**src/hw/fault_temp_pkg.sv**
```systemverilog
// Package with offsets, field positions and reset values of the status bank
`default_nettype none
package fault_temp_pkg;
    // ********************************************************************
    // Register map
    // ********************************************************************
    localparam logic [7:0] RAIL_FAULT_STATUS_TWO_OFS   = 8'hb3;
    localparam logic [7:0] THERMAL_CRITICAL_STATUS_OFS = 8'hb4;
    localparam logic [7:0] THERMAL_HOT_STATUS_OFS      = 8'hb5;
    localparam int unsigned FLAG_COUNT = 5;
    localparam logic [4:0] FLAGS_RESET = 5'h00;
    localparam logic [2:0] RESERVED_BITS = 3'h0;
    localparam logic [7:0] READ_NONE = 8'h00;

    // ********************************************************************
    // Rail fault bit positions
    // ********************************************************************
    localparam int unsigned AUX_LDO1_FAULT_BIT        = 4;
    localparam int unsigned TERMINATION_LDO_FAULT_BIT = 3;
    localparam int unsigned SWITCH_B2_FAULT_BIT       = 2;
    localparam int unsigned SWITCH_B1_FAULT_BIT       = 1;
    localparam int unsigned AUX_LDO3_FAULT_BIT        = 0;

    // ********************************************************************
    // Temperature sensor bit positions, shared by both thermal registers
    // ********************************************************************
    localparam int unsigned DIE_REST_SENSOR_BIT        = 4;
    localparam int unsigned TERMINATION_LDO_SENSOR_BIT = 3;
    localparam int unsigned UPPER_RIGHT_SENSOR_BIT     = 2;
    localparam int unsigned UPPER_LEFT_SENSOR_BIT      = 1;
    localparam int unsigned LOWER_RIGHT_SENSOR_BIT     = 0;

    // ********************************************************************
    // Synchroniser word layout: rail, critical, hot groups
    // ********************************************************************
    localparam int unsigned SYNC_WIDTH    = 15;
    localparam int unsigned RAIL_SYNC_LSB = 10;
    localparam int unsigned CRIT_SYNC_LSB = 5;
    localparam int unsigned HOT_SYNC_LSB  = 0;
endpackage : fault_temp_pkg
`default_nettype wire

```
**src/hw/fault_temp_status_regs.sv**
```systemverilog
// Sticky rail-fault and temperature status registers, write-one-to-clear
//
// Function
// - Five rail loss-of-regulation events set sticky bits 4..0 of b3h.
// - A set rail fault bit holds until host writes 1 there.
// - Rail fault register sits at b3h, resets to zero.
// - Five sensors each set their own critical flag above threshold.
// - Critical register sits at b4h, resets to zero.
// - Each sensor sets its own hot flag, kept apart from critical.
// - Hot register sits at b5h, resets to zero.
// - Thermal flags hold until host writes 1 to clear them.
// - Sensor bits: die 4, termination 3, upper right 2, left 1, lower 0.
//
// Notes
// Event inputs are levels from analog comparators, so each passes two
// flops before it may touch a flag; a flag sets three edges after its
// input rises, and a level that stays high keeps setting it again.
// Read data is registered from the address of the previous cycle, so a
// host sees a cleared flag one edge after its clearing write lands.
// Set wins over clear: a fault arriving while the host clears it must
// survive, at the cost of a host that clears a stuck level in vain.
// Low clock enable freezes synchronisers, flags and read data alike,
// and a write offered then is dropped without notice.
// Reserved bits 7..5 read zero in every register and take no write.
// Offsets outside the three registers read zero.
// No interrupt is raised here; the host polls these registers.
`default_nettype none
module fault_temp_status_regs
    import fault_temp_pkg::*;
(
    // Clock, reset, enable
    input  wire logic        mclk,
    input  wire logic        resetn,
    input  wire logic        clk_en,
    // Register port from the serial interface logic, same clock
    input  wire logic        reg_wr,
    input  wire logic [7:0]  reg_addr,
    input  wire logic [7:0]  reg_wdata,
    output logic      [7:0]  reg_rdata,
    // Rail loss-of-regulation events, asynchronous analog comparators
    input  wire logic        aux_ldo1_rail_lost,
    input  wire logic        termination_ldo_rail_lost,
    input  wire logic        switch_b2_rail_lost,
    input  wire logic        switch_b1_rail_lost,
    input  wire logic        aux_ldo3_rail_lost,
    // Per-sensor threshold comparators, bit order as the registers
    input  wire logic [4:0]  sensor_over_critical,
    input  wire logic [4:0]  sensor_over_hot
);

    // ********************************************************************
    // Event gathering into register bit order
    // ********************************************************************
    // Comparator outputs are gathered into register order here, before
    // synchronising, so that every later stage works on whole groups
    logic [4:0] rail_raw;
    logic [4:0] crit_raw;
    logic [4:0] hot_raw;

    always_comb begin
        rail_raw = FLAGS_RESET;
        rail_raw[AUX_LDO1_FAULT_BIT]        = aux_ldo1_rail_lost;
        rail_raw[TERMINATION_LDO_FAULT_BIT] = termination_ldo_rail_lost;
        rail_raw[SWITCH_B2_FAULT_BIT]       = switch_b2_rail_lost;
        rail_raw[SWITCH_B1_FAULT_BIT]       = switch_b1_rail_lost;
        rail_raw[AUX_LDO3_FAULT_BIT]        = aux_ldo3_rail_lost;
    end

    // Same order for critical and hot; both sets kept apart
    // sensor to bit map
    always_comb begin
        crit_raw = FLAGS_RESET;
        hot_raw  = FLAGS_RESET;
        crit_raw[DIE_REST_SENSOR_BIT] =
            sensor_over_critical[DIE_REST_SENSOR_BIT];
        crit_raw[TERMINATION_LDO_SENSOR_BIT] =
            sensor_over_critical[TERMINATION_LDO_SENSOR_BIT];
        crit_raw[UPPER_RIGHT_SENSOR_BIT] =
            sensor_over_critical[UPPER_RIGHT_SENSOR_BIT];
        crit_raw[UPPER_LEFT_SENSOR_BIT] =
            sensor_over_critical[UPPER_LEFT_SENSOR_BIT];
        crit_raw[LOWER_RIGHT_SENSOR_BIT] =
            sensor_over_critical[LOWER_RIGHT_SENSOR_BIT];
        hot_raw[DIE_REST_SENSOR_BIT] =
            sensor_over_hot[DIE_REST_SENSOR_BIT];
        hot_raw[TERMINATION_LDO_SENSOR_BIT] =
            sensor_over_hot[TERMINATION_LDO_SENSOR_BIT];
        hot_raw[UPPER_RIGHT_SENSOR_BIT] =
            sensor_over_hot[UPPER_RIGHT_SENSOR_BIT];
        hot_raw[UPPER_LEFT_SENSOR_BIT] =
            sensor_over_hot[UPPER_LEFT_SENSOR_BIT];
        hot_raw[LOWER_RIGHT_SENSOR_BIT] =
            sensor_over_hot[LOWER_RIGHT_SENSOR_BIT];
    end

    // ********************************************************************
    // Two-stage synchronisers; first stage feeds only the second
    // ********************************************************************
    // Word layout: rail events on top, then critical, then hot; one
    // vector keeps every synchroniser stage under one enable
    logic [SYNC_WIDTH-1:0] meta_q;
    logic [SYNC_WIDTH-1:0] meta_d;
    logic [SYNC_WIDTH-1:0] sync_q;
    logic [SYNC_WIDTH-1:0] sync_d;

    // Next values of both stages
    // Enable low holds both stages, so no edge is lost or invented
    always_comb begin
        meta_d = clk_en ? {rail_raw, crit_raw, hot_raw} : meta_q;
        sync_d = clk_en ? meta_q : sync_q;
    end

    // Synchroniser registers
    // Reset, not enable, clears them, so stale events do not survive reset
    always_ff @(posedge mclk or negedge resetn) begin
        if (!resetn) begin
            meta_q <= {3{FLAGS_RESET}};
            sync_q <= {3{FLAGS_RESET}};
        end else begin
            meta_q <= meta_d;
            sync_q <= sync_d;
        end
    end

    // ********************************************************************
    // Sticky flags
    // ********************************************************************
    // Flags are plain flops; the read mux looks only at them, never at
    // the raw events, so a read cannot catch a half-synchronised level
    logic [4:0] rail_flags_q;
    logic [4:0] rail_flags_d;
    logic [4:0] crit_flags_q;
    logic [4:0] crit_flags_d;
    logic [4:0] hot_flags_q;
    logic [4:0] hot_flags_d;
    logic [7:0] reg_rdata_d;

    // ********************************************************************
    // Helper functions
    // ********************************************************************
    // Write strobe aimed at one offset; the three flag groups share it
    function automatic logic wr_hit(
        input logic       wr,
        input logic [7:0] addr,
        input logic [7:0] ofs
    );
        wr_hit = wr && (addr == ofs);
    endfunction : wr_hit

    // Write-one-to-clear with set priority; a level holds the flag set
    // Upper write bits never reach the clear mask
    function automatic logic [4:0] sticky_next(
        input logic [4:0] flags,
        input logic [4:0] events,
        input logic       hit,
        input logic [4:0] wdata
    );
        logic [4:0] clear;
        clear = hit ? wdata : FLAGS_RESET;
        sticky_next = (flags & ~clear) | events;
    endfunction : sticky_next

    // Next flag values and read mux
    always_comb begin
        rail_flags_d = rail_flags_q;
        crit_flags_d = crit_flags_q;
        hot_flags_d  = hot_flags_q;
        reg_rdata_d  = reg_rdata;
        if (clk_en) begin
            // rail flags held until written one
            rail_flags_d = sticky_next(rail_flags_q,
                sync_q[RAIL_SYNC_LSB +: FLAG_COUNT],
                wr_hit(reg_wr, reg_addr, RAIL_FAULT_STATUS_TWO_OFS),
                reg_wdata[FLAG_COUNT-1:0]);
            crit_flags_d = sticky_next(crit_flags_q,
                sync_q[CRIT_SYNC_LSB +: FLAG_COUNT],
                wr_hit(reg_wr, reg_addr, THERMAL_CRITICAL_STATUS_OFS),
                reg_wdata[FLAG_COUNT-1:0]);
            hot_flags_d = sticky_next(hot_flags_q,
                sync_q[HOT_SYNC_LSB +: FLAG_COUNT],
                wr_hit(reg_wr, reg_addr, THERMAL_HOT_STATUS_OFS),
                reg_wdata[FLAG_COUNT-1:0]);
            // Unmapped offsets read zero; a write there changes nothing
            // reserved bits read zero
            unique case (reg_addr)
                RAIL_FAULT_STATUS_TWO_OFS:
                    reg_rdata_d = {RESERVED_BITS, rail_flags_q};
                THERMAL_CRITICAL_STATUS_OFS:
                    reg_rdata_d = {RESERVED_BITS, crit_flags_q};
                THERMAL_HOT_STATUS_OFS:
                    reg_rdata_d = {RESERVED_BITS, hot_flags_q};
                default:
                    reg_rdata_d = READ_NONE;
            endcase
        end
    end

    // Read data resets with the flags, so the first read after reset
    // shows zero whatever offset the host asks for
    // all flags reset to zero
    always_ff @(posedge mclk or negedge resetn) begin
        if (!resetn) begin
            rail_flags_q <= FLAGS_RESET;
            crit_flags_q <= FLAGS_RESET;
            hot_flags_q  <= FLAGS_RESET;
            reg_rdata    <= READ_NONE;
        end else begin
            rail_flags_q <= rail_flags_d;
            crit_flags_q <= crit_flags_d;
            hot_flags_q  <= hot_flags_d;
            reg_rdata    <= reg_rdata_d;
        end
    end

endmodule : fault_temp_status_regs
`default_nettype wire

```
**config.mk**
```make
export PLATFORM = sky130hd
export DESIGN_NAME = fault_temp_status_regs
export DESIGN_NICKNAME = d
export VERILOG_FILES = /design/src/hw/fault_temp_pkg.sv /design/src/hw/fault_temp_status_regs.sv
export SDC_FILE = /design/constraint.sdc
export NUM_CORES = 1
export LEC_CHECK = 0
export BUFFER_PORTS_ARGS = -buffer_cell sky130_fd_sc_hd__buf_2
export CAP_MARGIN = 10
export CORE_MARGIN = 10
export CORE_UTILIZATION = 35
export DETAILED_ROUTE_END_ITERATION = 16
export GPL_TIMING_DRIVEN = 0
export RECOVER_POWER = 25
export SYNTH_ARGS = -nofsm -noshare
export SYNTH_HDL_FRONTEND = slang
export SYNTH_SLANG_ARGS = --single-unit
```
**constraint.sdc**
```tcl
create_clock -name mclk -period 1.3 [get_ports mclk]
set_input_delay 0.39 -clock mclk [delete_from_list [all_inputs] [get_ports mclk]]
set_output_delay 0.39 -clock mclk [all_outputs]
set_load 0.02 [all_outputs]
```
# Word level (Yosys, flattened, before mapping)

Index checks and enable logic that the tools add are counted.

Output and inout bits: 8
Word-level logic and storage cells: 25
Input port bits: 35
Flip-flop bits (word level): 53

Equal/unequal tests: 3
Reduce and logical (&&, ||, !) cells: 3
Bitwise operators: 9
Muxes and demuxes: 4

Operators with widths:

| cell                                  | number |
|---|---|
| 8-bit == test (second input constant) | 3 |
| 5-bit AND                             | 3 |
| 5-bit two-way mux                     | 3 |
| 5-bit NOT                             | 3 |
| 5-bit OR                              | 3 |
| 5-bit one-hot mux with 3 select lines | 1 |
| 1-bit logical AND                     | 3 |

# Longest topological paths before layout

Gate-level depths: netlist (run 1).

Word-level depth: 6
Gate-level depth with buffers: 5
Mapped depth without buffers: 3

# Worst setup path before layout (run 1)

Ideal clock, no wire load.

Path kind: input-to-reg
From: in reg_addr[0]
To: reg reg_rdata[3]
Arrival: 1.037 ns
Setup slack: 0.128 ns
Stages on the path: 4
Setup time: 0.135 ns
Required time: 1.165 ns
Cell sequence: buf_6 mux2_2 a22oi_1 o22ai_1

Cells in the longest elaborated chain, start to end: 2
Elaborated cells between the ends (all ways): 4
Classes of those cells: 3 x eq/ne; 1 x mux

RTL lines:

| what                                    | RTL line                      | RTL |
|---|---|---|
| start, declared                         | fault_temp_status_regs.sv:37  | `input wire logic [7:0] reg_addr,` |
| 8-bit == test                           | fault_temp_status_regs.sv:185 | `unique case (reg_addr)` |
| 5-bit one-hot mux with 3 select lines * | fault_temp_status_regs.sv:185 |  |
| end signal, assigned                    | fault_temp_status_regs.sv:211 | `reg_rdata <= reg_rdata_d;` |
| end, declared                           | fault_temp_status_regs.sv:39  | `output logic [7:0] reg_rdata,` |

Mark *: on every way between the ends. The rest lies on a longest branch, timed or not.
A chain may end at the register's enable or synchronous reset.

# Final worst setup path (run 1)

From: reg reg_rdata[4]
To: out reg_rdata[4]

No word-level cell between the ends.

==> impl_metrics.toml, run 1 <==
[synthesis]
ys_warn_count = 0
synth_top_area_frac = 0.577
synth_seq_cells = 50
synth_most_common_cell = "dfrtp_1"
syn_inst = 169
syn_area_per_cell_um2 = 12.8
synthTopCellsByArea = "dfrtp_1, mux2_2, a22oi_1"
yosysTopAreaCell = "dfrtp_1"
synth_edf_count = 0
seq_area_frac_synth = 0.577
synth_ff_type = "dfrtp_1"
synth.cell_area_mm2 = 0.00217
ys_types = 19
async_reset_ff_frac = 1.00
yosys-top-cells-count = "dfrtp_1, mux2_2, a22oi_1, inv_1, o21ai_0"

[detailed_routing]
dr.pass1.iters = 4
drc_errors = 0
wl_met2_um = 2060
wl_met3_um = 190
viasPerCell = 4.87
ant_nets = 0
met1_length_um = 2230
highest_layer = "met4"
wl_per_cell_um = 15.9
drt_iter0_drc = 50
routed_wl_um = 4560
vias = 1399

[sta]
relSlewSlack = 0.277
max_freq_mhz = 815
hold_ws_ns = 0.298
fin_worst_skew_ns = 0.00752
finalCriticalPeriod_ns = 1.23
finalHoldViolCount = 0
rsz0062_at_grt = "no"
finalCritPeriodShare = 0.944
setup_violations = 0
worst_slew_pin_slew_ns = 1.08
final_max_slew_viol_count = 0

[finish]
synthToLayoutAreaGrowth_pct = 15.7
drive_above_1_share = 0.434
diodes = 0
fill_cells = 605
area.sequential_mm2 = 0.00125
nets = 247
finalNonFillerCells = 287
multiInputGateArea_um2 = 773

[pwr]
combPwrFrac = 0.109
p_leak_nw = 1.21
power_frac_seq = 0.601
p_total_mw = 2.89
p_sw_uw = 675
ir_worst_vdd_v = 0.000594
p_clk_frac = 0.290
swShare = 0.234
intPower_mw = 2.21
power_density_mw_per_mm2 = 1150

[grt]
grt_max_degree = 51
grt_util_all_layers = 0.0968
grt_pass1_vias = 1535
overflow = 0
grt_pass1_wl_um = 7670
antenna_found_initial = 0

[critical_path]
critical_path_buf_inv_count = 1
worstSetupStartpoint = "reg_rdata[4]"
r2r_end = "reg_rdata[4]"
slowest_delay_ns = 0.38
r2r_cells = 3
reg2reg_slack_ns = 0.18
cp_cell_sequence = "buf_2"
crit_path_start_kind = "flop"
r2r_start = "hot_flags_q[4]"
crit_type = "reg2out"
endpoint = "reg_rdata[4]"
crit_required_ns = 0.91
worstPathArrival_ns = 0.84
endpoint_kind = "output pin"
path_delay_family = "flip-flops"
crit_fanout = 2
critical_path_depth = 1
critPathSlowestCell = "dfrtp_1"

[floorplanning]
die_area_mm2 = 0.00975
initial_core_util = 0.364
die_x_um = 98.7
io_pins = 43
row_count = 28
dieHeight_um = 98.7
coreArea_mm2 = 0.00596

[placement]
port_buffers = 34
place_congestion = 0.789
dp_hpwl_um = 3410
placed_cells = 280

[clock_tree]
numCtsBuffers = 5
clockRootBuffer = "clkbuf_8"
cts_tree = "built"
h-tree-depth = 2
clk_pin_slew_ns = 0.09
cts_sinks = 50
clock_latency_ns = 0.29
cts_setup_buffers = 0
clockBufferDepth = 2

[status]
outcome = "finished clean"

[job]
max-cap-violations = 0

[min_path]
min_path_type = "in2async"
cell usage in the layout, fill, tap and decap left out:
master     n
dfrtp_1   50
mux2_2    35
buf_2     34
inv_1     20
a22oi_1   20
o21ai_0   10
nand3_1    6
clkbuf_1   5
o21ai_2    5
o22ai_1    5
clkbuf_8   5
clkbuf_2   3
buf_4      3
conb_1     3
buf_6      2
and4bb_2   1
and3b_1    1
and3_4     1
nor2b_2    1
and4b_2    1
and4_2     1
through the flow:
stage          setup WS (ns)  TNS, ns  utilization  cell area (um2)
2_1_floorplan          0.128        0            -             2180
3_3_place_gp          -0.180    -5.29        0.410             2440
3_5_place_dp          -0.235    -5.53        0.410             2440
4_1_cts               0.0594        0        0.423             2520
5_1_grt               0.0286        0        0.422             2510
6_report              0.0728        0        0.422             2510
routing by layer:
metal  up-vias  track usage
li1        681            -
met1       679        0.129
met2        34        0.144
met3         5       0.0251
met4         0       0.0430
met5         -            0
worst min-delay path by stage:
| stage | cells past startpoint | start | end |
|---|---|---|---|
| 2_1_floorplan | 0 | resetn | crit_flags_q[0] |
| 3_3_place_gp | 1 | meta_q[11] | sync_q[11] |
| 3_5_place_dp | 1 | meta_q[13] | meta_q[13] |
| 4_1_cts | 2 | sensor_over_critical[3] | meta_q[8] |
| 5_1_grt | 2 | aux_ldo3_rail_lost | meta_q[10] |
| 6_report | 1 | resetn | meta_q[4] |
power by group through the flow:
stage	clock, mW	combinational [mW]	sequential, mW
global route	0.953	0.353	1.75
detailed placement	0	0.324	1.77
floorplan	0	0.209	1.74
CTS	0.866	0.325	1.74
global placement	0	0.314	1.77
finish	0.837	0.316	1.74
flip-flops by register name, indices dropped and copies added (netlist names):
name and cells:
crit_flags_q 5, meta_q 15, rail_flags_q 5, hot_flags_q 5, reg_rdata 5, sync_q 15
final cells by class:
cell class                      count  share of cell area
Multi-Input combinational cell     90               0.308
Buffer                             11              0.0284
Inverter                           20              0.0299
Clock buffer                        7              0.0304
Tap cell                           75              0.0374
Timing Repair Buffer               34              0.0678
Sequential cell                    50               0.498
repair_timing:
item                                    4_1_cts  5_1_grt
endpoints found under the setup margin        0        5
resized for setup                             0        1
hold buffers                                  0        0
logic make-up (layout without fill, tap and decap cells):
| kind of cell | after synthesis | after routing | synth area share |
|---|---|---|---|
| AO/OA/AOI/OAI | 40 | 40 | 0.127 |
| buffers and inverters | 31 | 72 | 0.0715 |
| flip-flops | 50 | 50 | 0.577 |
| multiplexers | 35 | 35 | 0.182 |
| other | 1 | 3 | 0.00173 |
| AND/OR/NAND/NOR | 12 | 12 | 0.0415 |
Power figures use the tool's default switching activity.
==> run 2: changes to the inputs <==
--- a/config.mk
+++ b/config.mk
@@ -6,9 +6,9 @@
 export NUM_CORES = 1
 export LEC_CHECK = 0
-export BUFFER_PORTS_ARGS = -buffer_cell sky130_fd_sc_hd__buf_2
 export CAP_MARGIN = 10
 export CORE_MARGIN = 10
 export CORE_UTILIZATION = 35
 export DETAILED_ROUTE_END_ITERATION = 16
+export DONT_BUFFER_PORTS = 1
 export GPL_TIMING_DRIVEN = 0
 export RECOVER_POWER = 25
==> constraint.sdc (replaced) <==
create_clock -name mclk -period 1.3 [get_ports mclk]
set_input_delay 0.39 -clock mclk [delete_from_list [all_inputs] [get_ports mclk]]
set_output_delay 0.39 -clock mclk [all_outputs]
set_load 0.005 [all_outputs]
==> impl_metrics.toml, run 2 (same netlist as run 1, synthesis figures left out) <==
[status]
outcome = "finished, violations left"
violations = "hold timing"

[floorplanning]
row_count = 28
die_area_mm2 = 0.00975
coreArea_mm2 = 0.00596
dieHeight_um = 98.7
initial_core_util = 0.364
io_pins = 43
die_x_um = 98.7

[critical_path]
crit_required_ns = 1.47
crit_path_start_kind = "flop"
worstPathArrival_ns = 1.31
endpoint_kind = "flop"
crit_fanout = 3
crit_type = "reg2reg"

[clock_tree]
h-tree-depth = 2
clockBufferDepth = 2
ctsResizeCount = 0
clock_latency_ns = 0.30
cts_sinks = 50
clockRootBuffer = "clkbuf_8"
numCtsBuffers = 5
cts_setup_buffers = 0
clk_pin_slew_ns = 0.09
cts_tree = "built"

[job]
max-cap-violations = 0

[sta]
setup_violations = 0
final_max_slew_viol_count = 0
rsz0062_at_grt = "no"
max_freq_mhz = 874
setup_tns_ns = 0
finalCriticalPeriod_ns = 1.14
fin_worst_skew_ns = 0.00610
hold_ws_ns = -0.222
finalHoldViolCount = 50
finalCritPeriodShare = 0.880

[placement]
port_buffers = 0
place_congestion = 0.770
placed_cells = 246
dp_hpwl_um = 3350

[finish]
largestRegisters = "meta_q (15), sync_q (15)"
finalNonFillerCells = 254
final_common_cell = "dfrtp_1"
layout_common_cells = "dfrtp_1, mux2_2, inv_1, a22oi_1, o21ai_0"
diodes = 0
fill_cells = 586
synthToLayoutAreaGrowth_pct = 9.57
drive_above_1_share = 0.330
nets = 213

[min_path]
min_path_type = "in2async"

[pwr]
power_density_mw_per_mm2 = 1280
power_frac_seq = 0.570
p_leak_nw = 1.09
swShare = 0.216
p_sw_uw = 658
ir_worst_vdd_v = 0.000545
p_clk_frac = 0.353
p_total_mw = 3.05
intPower_mw = 2.39
combPwrFrac = 0.077

[grt]
antenna_found_initial = 0
grt_util_all_layers = 0.0976
overflow = 0
grt_pass1_vias = 1411
grt_pass1_wl_um = 7650
grt_max_degree = 51

[detailed_routing]
dr.pass1.iters = 4
routed_wl_um = 4600
vias = 1320
ant_nets = 0
drt_iter0_drc = 63
viasPerCell = 5.20
drc_errors = 0
wl_per_cell_um = 18.1
run 2: changes by cell type in the layout (fill, tap and decap cells not counted):
cell       delta
buf_2        -33
buf_4         +3
clkbuf_2      -3
bufinv_16     +1
clkbuf_1      -1
nor2b_1       +1
nor2b_2       -1
run 2: cell type report:
| cell class | instances | area (um2) | share of cell area |
|---|---|---|---|
| Clock buffer | 7 | 76.3 | 0.0321 |
| Multi-Input combinational cell | 90 | 771 | 0.324 |
| Clock inverter | 1 | 30.0 | 0.0126 |
| Tap cell | 75 | 93.8 | 0.0395 |
| Buffer | 11 | 80.1 | 0.0337 |
| Inverter | 20 | 75.1 | 0.0316 |
| Sequential cell | 50 | 1250 | 0.526 |
run 2: power by group through the flow:
stage | combinational (mW) | sequential (mW) | clock, mW
global placement | 0.229 | 1.77 | 0
global route | 0.258 | 1.76 | 1.17
finish | 0.234 | 1.74 | 1.08
CTS | 0.236 | 1.74 | 1.11
detailed placement | 0.235 | 1.77 | 0
floorplan | 0.203 | 1.74 | 0
run 2: worst max-delay path: stages (launching register included):
cell and delay [ns]:
dfrtp_1 0.41, mux2_2 0.28, a22oi_1 0.23, o22ai_1 0.10
run 2: stage by stage:
step | cell area [um2] | worst slack [ns] | utilization
final | 2380 | 0.156 | 0.399
after global routing | 2380 | 0.123 | 0.399
after CTS | 2380 | 0.164 | 0.399
after detailed placement | 2270 | -0.0709 | 0.381
after global placement | 2270 | -0.0726 | 0.381
after floorplan | 2180 | 0.128 | -
run 2: metal layers:
layer | part of all wire | up-vias | track usage | routed length [um]
li1 | - | 607 | - | -
met1 | 0.45 | 680 | 0.127 | 2050
met2 | 0.45 | 31 | 0.135 | 2080
met3 | 0.093 | 2 | 0.0524 | 429
met4 | 0.0078 | 0 | 0.0331 | 36
met5 | 0 | - | 0 | 0
run 2: worst paths after layout:
kind,startpoint,endpoint,slack [ns],cells after the start
max in group asynchronous,resetn,reg_rdata[3],1.43,0
setup / recovery,hot_flags_q[4],reg_rdata[4],0.16,3
setup reg to reg,hot_flags_q[4],reg_rdata[4],0.16,3
hold reg to reg,meta_q[12],meta_q[12],0.51,1
min in group mclk,aux_ldo1_rail_lost,meta_q[14],0.23,1
hold / removal,resetn,meta_q[4],-0.22,0
